File: src/hdl/sarc_pkg.sv
// shared constants and types for the 8-bit sar converter control block
`default_nettype none
package sarc_pkg;

  // clock and timing
  localparam int unsigned CLK_PERIOD_NS = 20;
  localparam int unsigned SETTLE_TIME_NS = 30000;
  localparam int unsigned SETTLE_CYCLES =
    (SETTLE_TIME_NS + CLK_PERIOD_NS - 1) / CLK_PERIOD_NS;
  localparam int unsigned CONV_CYCLES = 64;
  // sampling time kept in half cycles: 63 half cycles is 31.5 cycles
  localparam int unsigned SAMPLE_HALF_CYCLES = 63;
  localparam int unsigned SAMPLE_CYCLES = (SAMPLE_HALF_CYCLES + 1) / 2;
  localparam int unsigned RES_BITS = 8;
  localparam int unsigned BIT_CYCLES =
    (CONV_CYCLES - SAMPLE_CYCLES) / RES_BITS;
  localparam int unsigned NUM_CHANNELS = 8;

  // register indices; byte address is four times the index
  localparam logic [7:0] RESULT_IDX = 8'h70;
  localparam logic [7:0] CTRL_IDX = 8'h71;

  // control/status field positions
  localparam int unsigned FLAG_BIT = 7;
  localparam int unsigned POWER_BIT = 5;
  localparam int unsigned CHAN_LSB = 0;
  localparam int unsigned CHAN_W = 3;

  // reset values
  localparam logic [7:0] CTRL_RESET = 8'h00;
  localparam logic [7:0] RESULT_RESET = 8'h00;

  // ahb-lite encodings
  localparam logic [1:0] HTRANS_NONSEQ = 2'h2;
  localparam logic [2:0] HSIZE_BYTE = 3'h0;
  localparam logic [2:0] HSIZE_HALF = 3'h1;
  localparam logic HRESP_OKAY = 1'b0;

  // sequencer states, gray along idle -> sample -> convert -> sample
  typedef enum logic [1:0] {
    SARC_IDLE = 2'h0,
    SARC_SAMPLE = 2'h1,
    SARC_CONVERT = 2'h3
  } sarc_state_t;

endpackage
`default_nettype wire

File: src/hdl/sarc_ctrl.sv
// top of the 8-bit sar converter control with its ahb-lite register slave
`default_nettype none
module sarc_ctrl import sarc_pkg::*; #(
  parameter int unsigned SETTLE_LEN = SETTLE_CYCLES,
  parameter int unsigned CHANNELS = NUM_CHANNELS
) (
  // clock and reset
  input wire logic ref_clk,
  input wire logic rst,
  // ahb-lite slave
  input wire logic hsel,
  input wire logic [31:0] haddr,
  input wire logic [1:0] htrans,
  input wire logic hwrite,
  input wire logic [2:0] hsize,
  input wire logic [31:0] hwdata,
  input wire logic hready,
  output logic [31:0] hrdata,
  output logic hreadyout,
  output logic hresp,
  // power management
  input wire logic haltMode,
  // analog front end
  output logic anaPowerOn,
  output logic [CHANNELS-1:0] anaChanSel,
  output logic anaSample,
  output logic [RES_BITS-1:0] dacCode,
  input wire logic compHigh
);

  // register state
  logic [7:0] result_q;
  logic flag_q;
  logic power_q;
  logic [CHAN_W-1:0] chan_q;
  // bus state
  logic wrCtrl_q;
  logic [31:0] hrdata_q;
  // decoded address phase
  logic addrPhase;
  logic hitResult;
  logic hitCtrl;
  logic lowLane;
  logic readResult;
  logic ctrlWrite;
  logic [7:0] ctrlView;
  // converter control
  logic convPower;
  logic settled;
  logic convRun;
  logic convAbort;
  logic convDone;
  logic [RES_BITS-1:0] convResult;

  // zero-wait slave: every transfer finishes in one data-phase cycle
  assign hreadyout = 1'b1;
  assign hresp = HRESP_OKAY;
  assign hrdata = hrdata_q;

  // address phase decode; hsel already covers the slave's window
  assign addrPhase = hsel && hready && (htrans == HTRANS_NONSEQ);
  assign hitResult = (haddr[9:2] == RESULT_IDX);
  assign hitCtrl = (haddr[9:2] == CTRL_IDX);
  // the register byte lives in lane 0; other lanes are not written
  assign lowLane = (hsize == HSIZE_BYTE) ? (haddr[1:0] == 2'h0) :
    (hsize == HSIZE_HALF) ? !haddr[1] : 1'b1;
  assign readResult = addrPhase && !hwrite && hitResult;

  // write to the control register is applied in its data phase
  always_ff @(posedge ref_clk) begin
    if (rst) begin
      wrCtrl_q <= 1'b0;
    end else begin
      wrCtrl_q <= addrPhase && hwrite && hitCtrl && lowLane;
    end
  end
  // writes to the result register or unmapped words are dropped
  assign ctrlWrite = wrCtrl_q;

  // control view: bits 6, 4 and 3 read zero and are never stored
  always_comb begin
    ctrlView = 8'h00;
    ctrlView[FLAG_BIT] = flag_q;
    ctrlView[POWER_BIT] = power_q;
    ctrlView[CHAN_LSB +: CHAN_W] = chan_q;
  end

  // read data captured at the address phase, shown in the data phase
  always_ff @(posedge ref_clk) begin
    if (rst) begin
      hrdata_q <= 32'h0000_0000;
    end else if (addrPhase && !hwrite) begin
      if (hitResult) begin
        hrdata_q <= {24'h00_0000, result_q};
      end else if (hitCtrl) begin
        hrdata_q <= {24'h00_0000, ctrlView};
      end else begin
        hrdata_q <= 32'h0000_0000;
      end
    end
  end

  // software-owned power bit and channel select
  always_ff @(posedge ref_clk) begin
    if (rst) begin
      power_q <= CTRL_RESET[POWER_BIT];
      chan_q <= CTRL_RESET[CHAN_LSB +: CHAN_W];
    end else if (ctrlWrite) begin
      power_q <= hwdata[POWER_BIT];
      chan_q <= hwdata[CHAN_LSB +: CHAN_W];
    end
  end

  // completion flag: a finishing conversion wins over any clear
  always_ff @(posedge ref_clk) begin
    if (rst) begin
      flag_q <= CTRL_RESET[FLAG_BIT];
    end else if (convDone) begin
      flag_q <= 1'b1;
    end else if (ctrlWrite) begin
      flag_q <= 1'b0;
    end else if (readResult) begin
      flag_q <= 1'b0;
    end
  end

  // result register overwritten by every finished conversion
  always_ff @(posedge ref_clk) begin
    if (rst) begin
      result_q <= RESULT_RESET;
    end else if (convDone) begin
      result_q <= convResult;
    end
  end

  // halt removes analog power; wait mode is deliberately not an input
  assign convPower = power_q && !haltMode;

  // stabilisation after every power-up or halt wakeup
  sarc_settle #(
    .SETTLE_LEN(SETTLE_LEN)
  ) u_settle (
    .ref_clk(ref_clk),
    .rst(rst),
    .enable(convPower),
    .settled(settled)
  );

  // free-running conversion once settled; a write restarts from sampling
  assign convRun = convPower && settled;
  assign convAbort = ctrlWrite || !convRun;

  sarc_seq u_seq (
    .ref_clk(ref_clk),
    .rst(rst),
    .run(convRun),
    .abort(convAbort),
    .compHigh(compHigh),
    .sampling(anaSample),
    .trialCode(dacCode),
    .done(convDone),
    .result(convResult)
  );

  // one-hot analog switch enables; the digital input path is untouched
  genvar ch;
  generate
    for (ch = 0; ch < CHANNELS; ch++) begin : g_chan
      assign anaChanSel[ch] = convPower &&
        (chan_q == CHAN_W'(ch));
    end
  endgenerate

  assign anaPowerOn = convPower;

endmodule
`default_nettype wire

File: src/hdl/sarc_settle.sv
// stabilisation delay counter after converter power-up
`default_nettype none
module sarc_settle import sarc_pkg::*; #(
  parameter int unsigned SETTLE_LEN = SETTLE_CYCLES
) (
  // clock and reset
  input wire logic ref_clk,
  input wire logic rst,
  // control and status
  input wire logic enable,
  output logic settled
);

  localparam int unsigned CW = $clog2(SETTLE_LEN + 1);
  localparam logic [CW-1:0] LAST = CW'(SETTLE_LEN);

  logic [CW-1:0] count_q;

  // restart whenever power drops so every power-up waits the full time
  always_ff @(posedge ref_clk) begin
    if (rst || !enable) begin
      count_q <= '0;
    end else if (count_q != LAST) begin
      count_q <= count_q + 1'b1;
    end
  end

  assign settled = enable && (count_q == LAST);

endmodule
`default_nettype wire

File: src/hdl/sarc_seq.sv
// successive approximation sequencer: sampling phase then bit decisions
`default_nettype none
module sarc_seq import sarc_pkg::*; (
  // clock and reset
  input wire logic ref_clk,
  input wire logic rst,
  // control
  input wire logic run,
  input wire logic abort,
  // analog front end
  input wire logic compHigh,
  output logic sampling,
  output logic [RES_BITS-1:0] trialCode,
  // result
  output logic done,
  output logic [RES_BITS-1:0] result
);

  localparam logic [5:0] SAMPLE_LAST = 6'(SAMPLE_CYCLES - 1);
  localparam logic [5:0] CONV_LAST = 6'(CONV_CYCLES - 1);
  localparam logic [5:0] SLOT_LAST = 6'(BIT_CYCLES - 1);
  localparam logic [RES_BITS-1:0] MSB_TRIAL = 8'h80;

  sarc_state_t state_q;
  logic [5:0] cnt_q;
  logic [RES_BITS-1:0] trial_q;
  logic [RES_BITS-1:0] bitMask_q;
  logic [RES_BITS-1:0] kept;
  logic decide;

  // decision at the last cycle of each bit slot, after the dac settles
  assign decide = (state_q == SARC_CONVERT) &&
    ((cnt_q & SLOT_LAST) == SLOT_LAST);
  // keep the trial bit only while the input is at or above the dac level
  assign kept = compHigh ? trial_q : (trial_q & ~bitMask_q);

  // state and cycle counter: 32 sample cycles, 32 conversion cycles
  always_ff @(posedge ref_clk) begin
    if (rst || abort) begin
      state_q <= SARC_IDLE;
      cnt_q <= '0;
    end else begin
      case (state_q)
        SARC_IDLE: begin
          if (run) begin
            state_q <= SARC_SAMPLE;
            cnt_q <= '0;
          end
        end
        SARC_SAMPLE: begin
          cnt_q <= cnt_q + 1'b1;
          if (cnt_q == SAMPLE_LAST) begin
            state_q <= SARC_CONVERT;
          end
        end
        SARC_CONVERT: begin
          cnt_q <= cnt_q + 1'b1;
          if (cnt_q == CONV_LAST) begin
            state_q <= SARC_SAMPLE;
            cnt_q <= '0;
          end
        end
        default: begin
          state_q <= SARC_IDLE;
          cnt_q <= '0;
        end
      endcase
    end
  end

  // binary search from msb down: full scale gives ff, ground gives 00
  always_ff @(posedge ref_clk) begin
    if (rst || state_q != SARC_CONVERT) begin
      trial_q <= MSB_TRIAL;
      bitMask_q <= MSB_TRIAL;
    end else if (decide) begin
      trial_q <= kept | (bitMask_q >> 1);
      bitMask_q <= bitMask_q >> 1;
    end
  end

  // result and one-cycle completion pulse
  always_ff @(posedge ref_clk) begin
    if (rst || abort) begin
      done <= 1'b0;
      result <= RESULT_RESET;
    end else begin
      done <= decide && (cnt_q == CONV_LAST);
      if (decide && (cnt_q == CONV_LAST)) begin
        result <= kept;
      end
    end
  end

  assign sampling = (state_q == SARC_SAMPLE);
  assign trialCode = trial_q;

endmodule
`default_nettype wire

File: config.mk
export PLATFORM = sky130hd
export DESIGN_NAME = sarc_ctrl
export DESIGN_NICKNAME = d
export VERILOG_FILES = /design/src/hdl/sarc_pkg.sv /design/src/hdl/sarc_ctrl.sv /design/src/hdl/sarc_settle.sv /design/src/hdl/sarc_seq.sv
export SDC_FILE = /design/constraint.sdc
export NUM_CORES = 1
export LEC_CHECK = 0
export BUFFER_PORTS_ARGS = -buffer_cell sky130_fd_sc_hd__buf_2
export CAP_MARGIN = 15
export CORE_MARGIN = 2
export CORE_UTILIZATION = 48
export CTS_CLUSTER_DIAMETER = 120
export DETAILED_ROUTE_END_ITERATION = 12
export GPL_TIMING_DRIVEN = 0
export PLACE_DENSITY = 0.8
export SLEW_MARGIN = 20
export SYNTH_ARGS = -nofsm -noshare
export SYNTH_HDL_FRONTEND = slang
export SYNTH_HIERARCHICAL = 1
export SYNTH_SLANG_ARGS = --single-unit
export TNS_END_PERCENT = 50
File: constraint.sdc
create_clock -name ref_clk -period 3.15 [get_ports ref_clk]
set_clock_uncertainty 0.15 [all_clocks]
set_input_delay 0.4725 -clock ref_clk [delete_from_list [all_inputs] [get_ports ref_clk]]
set_output_delay 0.4725 -clock ref_clk [all_outputs]
set_load 0.05 [all_outputs]
==> results.txt <==
----------------------------------------------------
[Status]
  Result of the run ... finished clean

[Hold path]
  Hold crit path type ... in2reg
  Hold depth ... 3
  Sink of the worst hold path ... chan_q[0]
  Start point of the worst min-delay path ... hwdata[0]

[Clocking]
  Root Buffer ... sky130_fd_sc_hd__clkbuf_8
  TritonCTS Sinks ... 66
  Inserted Clock Buffers ... 9
  Clock-pin slew on the worst setup and hold paths ... 0.07 ns
  Setup repair bufs after CTS ... 0
  Source-to-sink clock delay at the later pin of the worst-skew pair ... 0.34 ns
  Post_cts resized ... 0
  TritonCTS clock tree ... built
  Post-CTS Hold Buffers ... 0
  H-Tree Level Count ... 3
  Maximum buffer depth of the clock tree ... 2

[Place]
  Count of buffers from port buffering ... 51
  Final weighted congestion in routability-driven placement ... 0.860
  Detail Placement HPWL ... 4740 um
  Post-Place Cells ... 510

[GRT]
  Number of antenna violations at the first check in global routing ... 0
  All-layer global routing usage ... 18.9%
  Total congestion overflow after global routing ... 0
  First-pass GRT wire length ... 10,800 um
  Maximum number of pins on one net before global-route repair ... 11
  Number of global-route vias before repair ... 2,422

[Critical path]
  Endpoint kind of the worst setup timing path ... flip-flop
  Cell repeated most along the worst path ... sky130_fd_sc_hd__clkbuf_1
  Worst Reg2Reg Path Length in Cells ... 10
  CP max-delay cell ... sky130_fd_sc_hd__dfxtp_1
  Kind of critical path ... reg2reg
  Worst R2R Setup Slack ... 0.58 ns
  Endpoint of the worst register-to-register path ... u_seq/result[6]
  Crit path largest cell delay ... 0.34 ns
  Sequence of cells on the critical path ... inv_1 > ha_1 > and4bb_2 > and4_1 > and2_1 > nand2b_1 > or2_2 > clkbuf_1 > clkbuf_1 > a21oi_1
  WP data required ... 3.27 ns
  Critical Path Fanout Max ... 10
  Critical Path AT ... 2.68 ns
  CP startpoint kind ... flip-flop
  Worst flop-to-flop path startpoint ... u_settle/count_q[0]

[STA]
  Final period util ... 81.5%
  Setup Viol. Count Final ... 0
  Hold Fails Final Rpt ... 0
  Fmax ... 390 MHz
  Aggregate negative setup slack ... 0 ns
  Max_slew headroom ... 54.1%
  Final critical path time including I/O delays and setup ... 2.57 ns
  Pins Over Slew Limit ... 0
  Slew at the pin closest to its max-slew limit ... 0.683 ns
  RSZ-0062 raised after global routing ... false

[Logic synthesis]
  Post-synthesis average cell area ... 8.61 um^2
  Post-synthesis sequential area ratio ... 42.9%
  Most area-consuming cells after synthesis ... sky130_fd_sc_hd__dfxtp_1, sky130_fd_sc_hd__buf_4, sky130_fd_sc_hd__a21oi_1, sky130_fd_sc_hd__nand2_1, sky130_fd_sc_hd__mux2i_1
  Area of the mapped netlist ... 3080 um^2
  Number of synthesized register bits ... 66
  Share of Yosys cell area claimed by the top area cell type ... 42.9%
  Synth warn ... 6
  Fraction of registers with async set or reset after synthesis ... 0%
  Number of distinct library cell variants in the gate-level netlist after synthesis ... 48
  Most instantiated flip-flop cell in the synthesis netlist ... sky130_fd_sc_hd__dfxtp_1
  Count of flip-flops with a built-in enable after synthesis ... 0
  Post-synthesis cell count ... 358
  Library cell occupying the most area in the post-synthesis netlist ... sky130_fd_sc_hd__dfxtp_1

[Drt]
  Via count ... 2,665
  Number of nets with antenna violations after detailed routing ... 0
  DRC violation count after routing ... 0
  Via-per-instance ratio ... 5.08
  Router iterations before antenna repair ... 4
  Detail-routed net length per standard cell ... 12.3 um
  Detailed router's first-iteration violation count ... 151
  DRT Wirelength ... 6470 um

[Die]
  Effective utilization at floorplan ... 49.1%
  Io pins ... 128
  Number of core rows ... 29
  Die Outline Area ... 7080 um^2
  Floorplan die width ... 84.1 um
  Core box area ... 6280 um^2
  Y dimension of the die ... 84.1 um

[Final layout]
  Final Net Count ... 523
  Filler Cells Inserted ... 568
  Proportion of layout cells with a drive suffix above 1 ... 24.1%
  Number of standard cells in the final layout excluding fillers ... 525
  Number of antenna diodes ... 0
  Layout area overhead ... 20.1%

[Power and ir drop]
  Static Leakage ... 1.42 nW
  Peak supply drop ... 0.000335 V
  Total power density per cell area ... 427 nW/um^2

[Flow run]
  MaxCap Viol Count ... 0

----------------------------------------------------
[synth_stat cells (3+ instances only)]
master                     count
sky130_fd_sc_hd__dfxtp_1      66
sky130_fd_sc_hd__buf_4        27
sky130_fd_sc_hd__nand4_1       4
sky130_fd_sc_hd__mux2i_1      16
sky130_fd_sc_hd__nor2_1       28
sky130_fd_sc_hd__and3_1        3
sky130_fd_sc_hd__clkbuf_1      9
sky130_fd_sc_hd__o21ai_0       9
sky130_fd_sc_hd__a22oi_1       9
sky130_fd_sc_hd__o31ai_1       3
sky130_fd_sc_hd__nor2b_1       4
sky130_fd_sc_hd__a31oi_1       4
sky130_fd_sc_hd__nand2b_1     15
sky130_fd_sc_hd__nand2_1      49
sky130_fd_sc_hd__nor3_1        6
sky130_fd_sc_hd__inv_1         9
sky130_fd_sc_hd__buf_2         3
sky130_fd_sc_hd__ha_1          3
sky130_fd_sc_hd__nand3_1      15
sky130_fd_sc_hd__a21oi_1      38
sky130_fd_sc_hd__or4_1         3
[sequential cells by signal, indices dropped and copies added, names as in the netlist]
register and cells:
u_seq/bitMask_q 8, flag_q 1, hrdata 8, u_seq/state_q 2, u_seq/trialCode 8, chan_q 3, u_seq/result 8, ctrlWrite 1
u_seq/cnt_q 6, result_q 8, u_settle/count_q 11, power_q 1, u_seq/done 1
[logic make-up (layout without fill, tap and decap cells)]
logic type / count (synthesis) / in the layout / synth area share (%)
fa+ha+maj: 3 / 3 / 1.22
buf+inv: 48 / 114 / 9.26
compound gates: 71 / 71 / 14.1
mux: 16 / 16 / 5.20
other cells: 2 / 26 / 0.244
xor+xnor: 1 / 1 / 0.284
flops: 66 / 66 / 42.9
simple gates: 151 / 151 / 26.8
[how the worst max path moves through the flow]
stage,slack [ns],cells past startpoint,startpoint,endpoint
floorplan,-0.13,3,haltMode,anaChanSel[0]
global placement,0.61,9,haltMode,u_seq/result[7]
detailed placement,0.59,9,haltMode,u_seq/result[2]
CTS,0.60,10,u_settle/count_q[0],u_seq/result[2]
global route,0.35,10,u_settle/count_q[0],u_seq/result[2]
finish,0.58,10,u_settle/count_q[0],u_seq/result[6]
[critical path: cells and delay by family (launching register included)]
family / cells / cell delay, ns
adder cells (fa/ha/maj): 1 / 0.17
buffers and inverters: 3 / 0.58
AO/OA/AOI/OAI: 1 / 0.19
AND/OR/NAND/NOR: 5 / 1.05
flip-flops: 1 / 0.34
[layer usage]
metal / part of all wire (%) / vias to the layer above / global-route usage, %
met3: 8.2 / 4 / 8.01
met5: 0 / - / 0
met4: 0.62 / 0 / 6.30
met1: 44 / 1177 / 23.4
met2: 47 / 101 / 29.7
li1: - / 1383 / -
[report_power, final]
group / internal [mW] / total [mW] / leakage, nW / switching [mW]
Combinational: 0.0386 / 0.127 / 0.805 / 0.0879
Clock: 0.323 / 0.621 / 0.0855 / 0.297
Sequential: 0.834 / 0.834 / 0.531 / 0.00000393
Total: 1.20 / 1.58 / 1.42 / 0.385
[cell usage in the layout (no fill, tap or decap), types with 2 or more instances in the layout]
| cell | Yosys | routed |
|---|---|---|
| sky130_fd_sc_hd__or4_1 | 3 | 3 |
| sky130_fd_sc_hd__nand2b_1 | 15 | 15 |
| sky130_fd_sc_hd__nand2_1 | 49 | 49 |
| sky130_fd_sc_hd__nor3_1 | 6 | 5 |
| sky130_fd_sc_hd__and3_1 | 3 | 3 |
| sky130_fd_sc_hd__nor2_1 | 28 | 28 |
| sky130_fd_sc_hd__ha_1 | 3 | 3 |
| sky130_fd_sc_hd__inv_1 | 9 | 9 |
| sky130_fd_sc_hd__nand3_2 | 2 | 2 |
| sky130_fd_sc_hd__a22oi_1 | 9 | 9 |
| sky130_fd_sc_hd__nand3_1 | 15 | 15 |
| sky130_fd_sc_hd__o31ai_1 | 3 | 3 |
| sky130_fd_sc_hd__mux2i_1 | 16 | 16 |
| sky130_fd_sc_hd__nand4_1 | 4 | 4 |
| sky130_fd_sc_hd__clkbuf_1 | 9 | 11 |
| sky130_fd_sc_hd__clkbuf_8 | 0 | 11 |
| sky130_fd_sc_hd__and2_1 | 2 | 2 |
| sky130_fd_sc_hd__a211oi_1 | 2 | 2 |
| sky130_fd_sc_hd__conb_1 | 2 | 26 |
| sky130_fd_sc_hd__and4_1 | 2 | 2 |
| sky130_fd_sc_hd__buf_4 | 27 | 27 |
| sky130_fd_sc_hd__o21ai_0 | 9 | 9 |
| sky130_fd_sc_hd__nor2b_1 | 4 | 4 |
| sky130_fd_sc_hd__buf_2 | 3 | 54 |
| sky130_fd_sc_hd__dfxtp_1 | 66 | 66 |
| sky130_fd_sc_hd__a21oi_1 | 38 | 38 |
| sky130_fd_sc_hd__nor4_4 | 2 | 2 |
| sky130_fd_sc_hd__nand3b_1 | 2 | 2 |
| sky130_fd_sc_hd__or3b_1 | 2 | 2 |
| sky130_fd_sc_hd__a31oi_1 | 4 | 4 |
[cell type report]
| type | count | area (um^2) | area share (%) |
|---|---|---|---|
| buffer | 39 | 251 | 6.80 |
| clock buffer | 13 | 159 | 4.29 |
| clock inverter | 2 | 12.5 | 0.338 |
| inverter | 9 | 33.8 | 0.913 |
| multi-input combinational | 268 | 1570 | 42.4 |
| sequential | 66 | 1320 | 35.7 |
| tap | 77 | 96.3 | 2.60 |
| timing repair buffer | 51 | 255 | 6.90 |
[per-stage QoR]
stage / area (um^2) / worst slack (ns) / hold WS, ns / util, % / power, mW
after CTS: 3700 / 0.599 / 0.211 / 58.9 / 1.60
after floorplan: 3180 / -0.127 / 0.280 / - / 0.957
final: 3700 / 0.583 / 0.229 / 58.9 / 1.58
after global placement: 3530 / 0.611 / 0.294 / 56.2 / 0.978
after global routing: 3700 / 0.355 / 0.235 / 58.9 / 1.64
after detailed placement: 3530 / 0.594 / 0.297 / 56.2 / 0.979
Power figures use the tool's default switching activity.
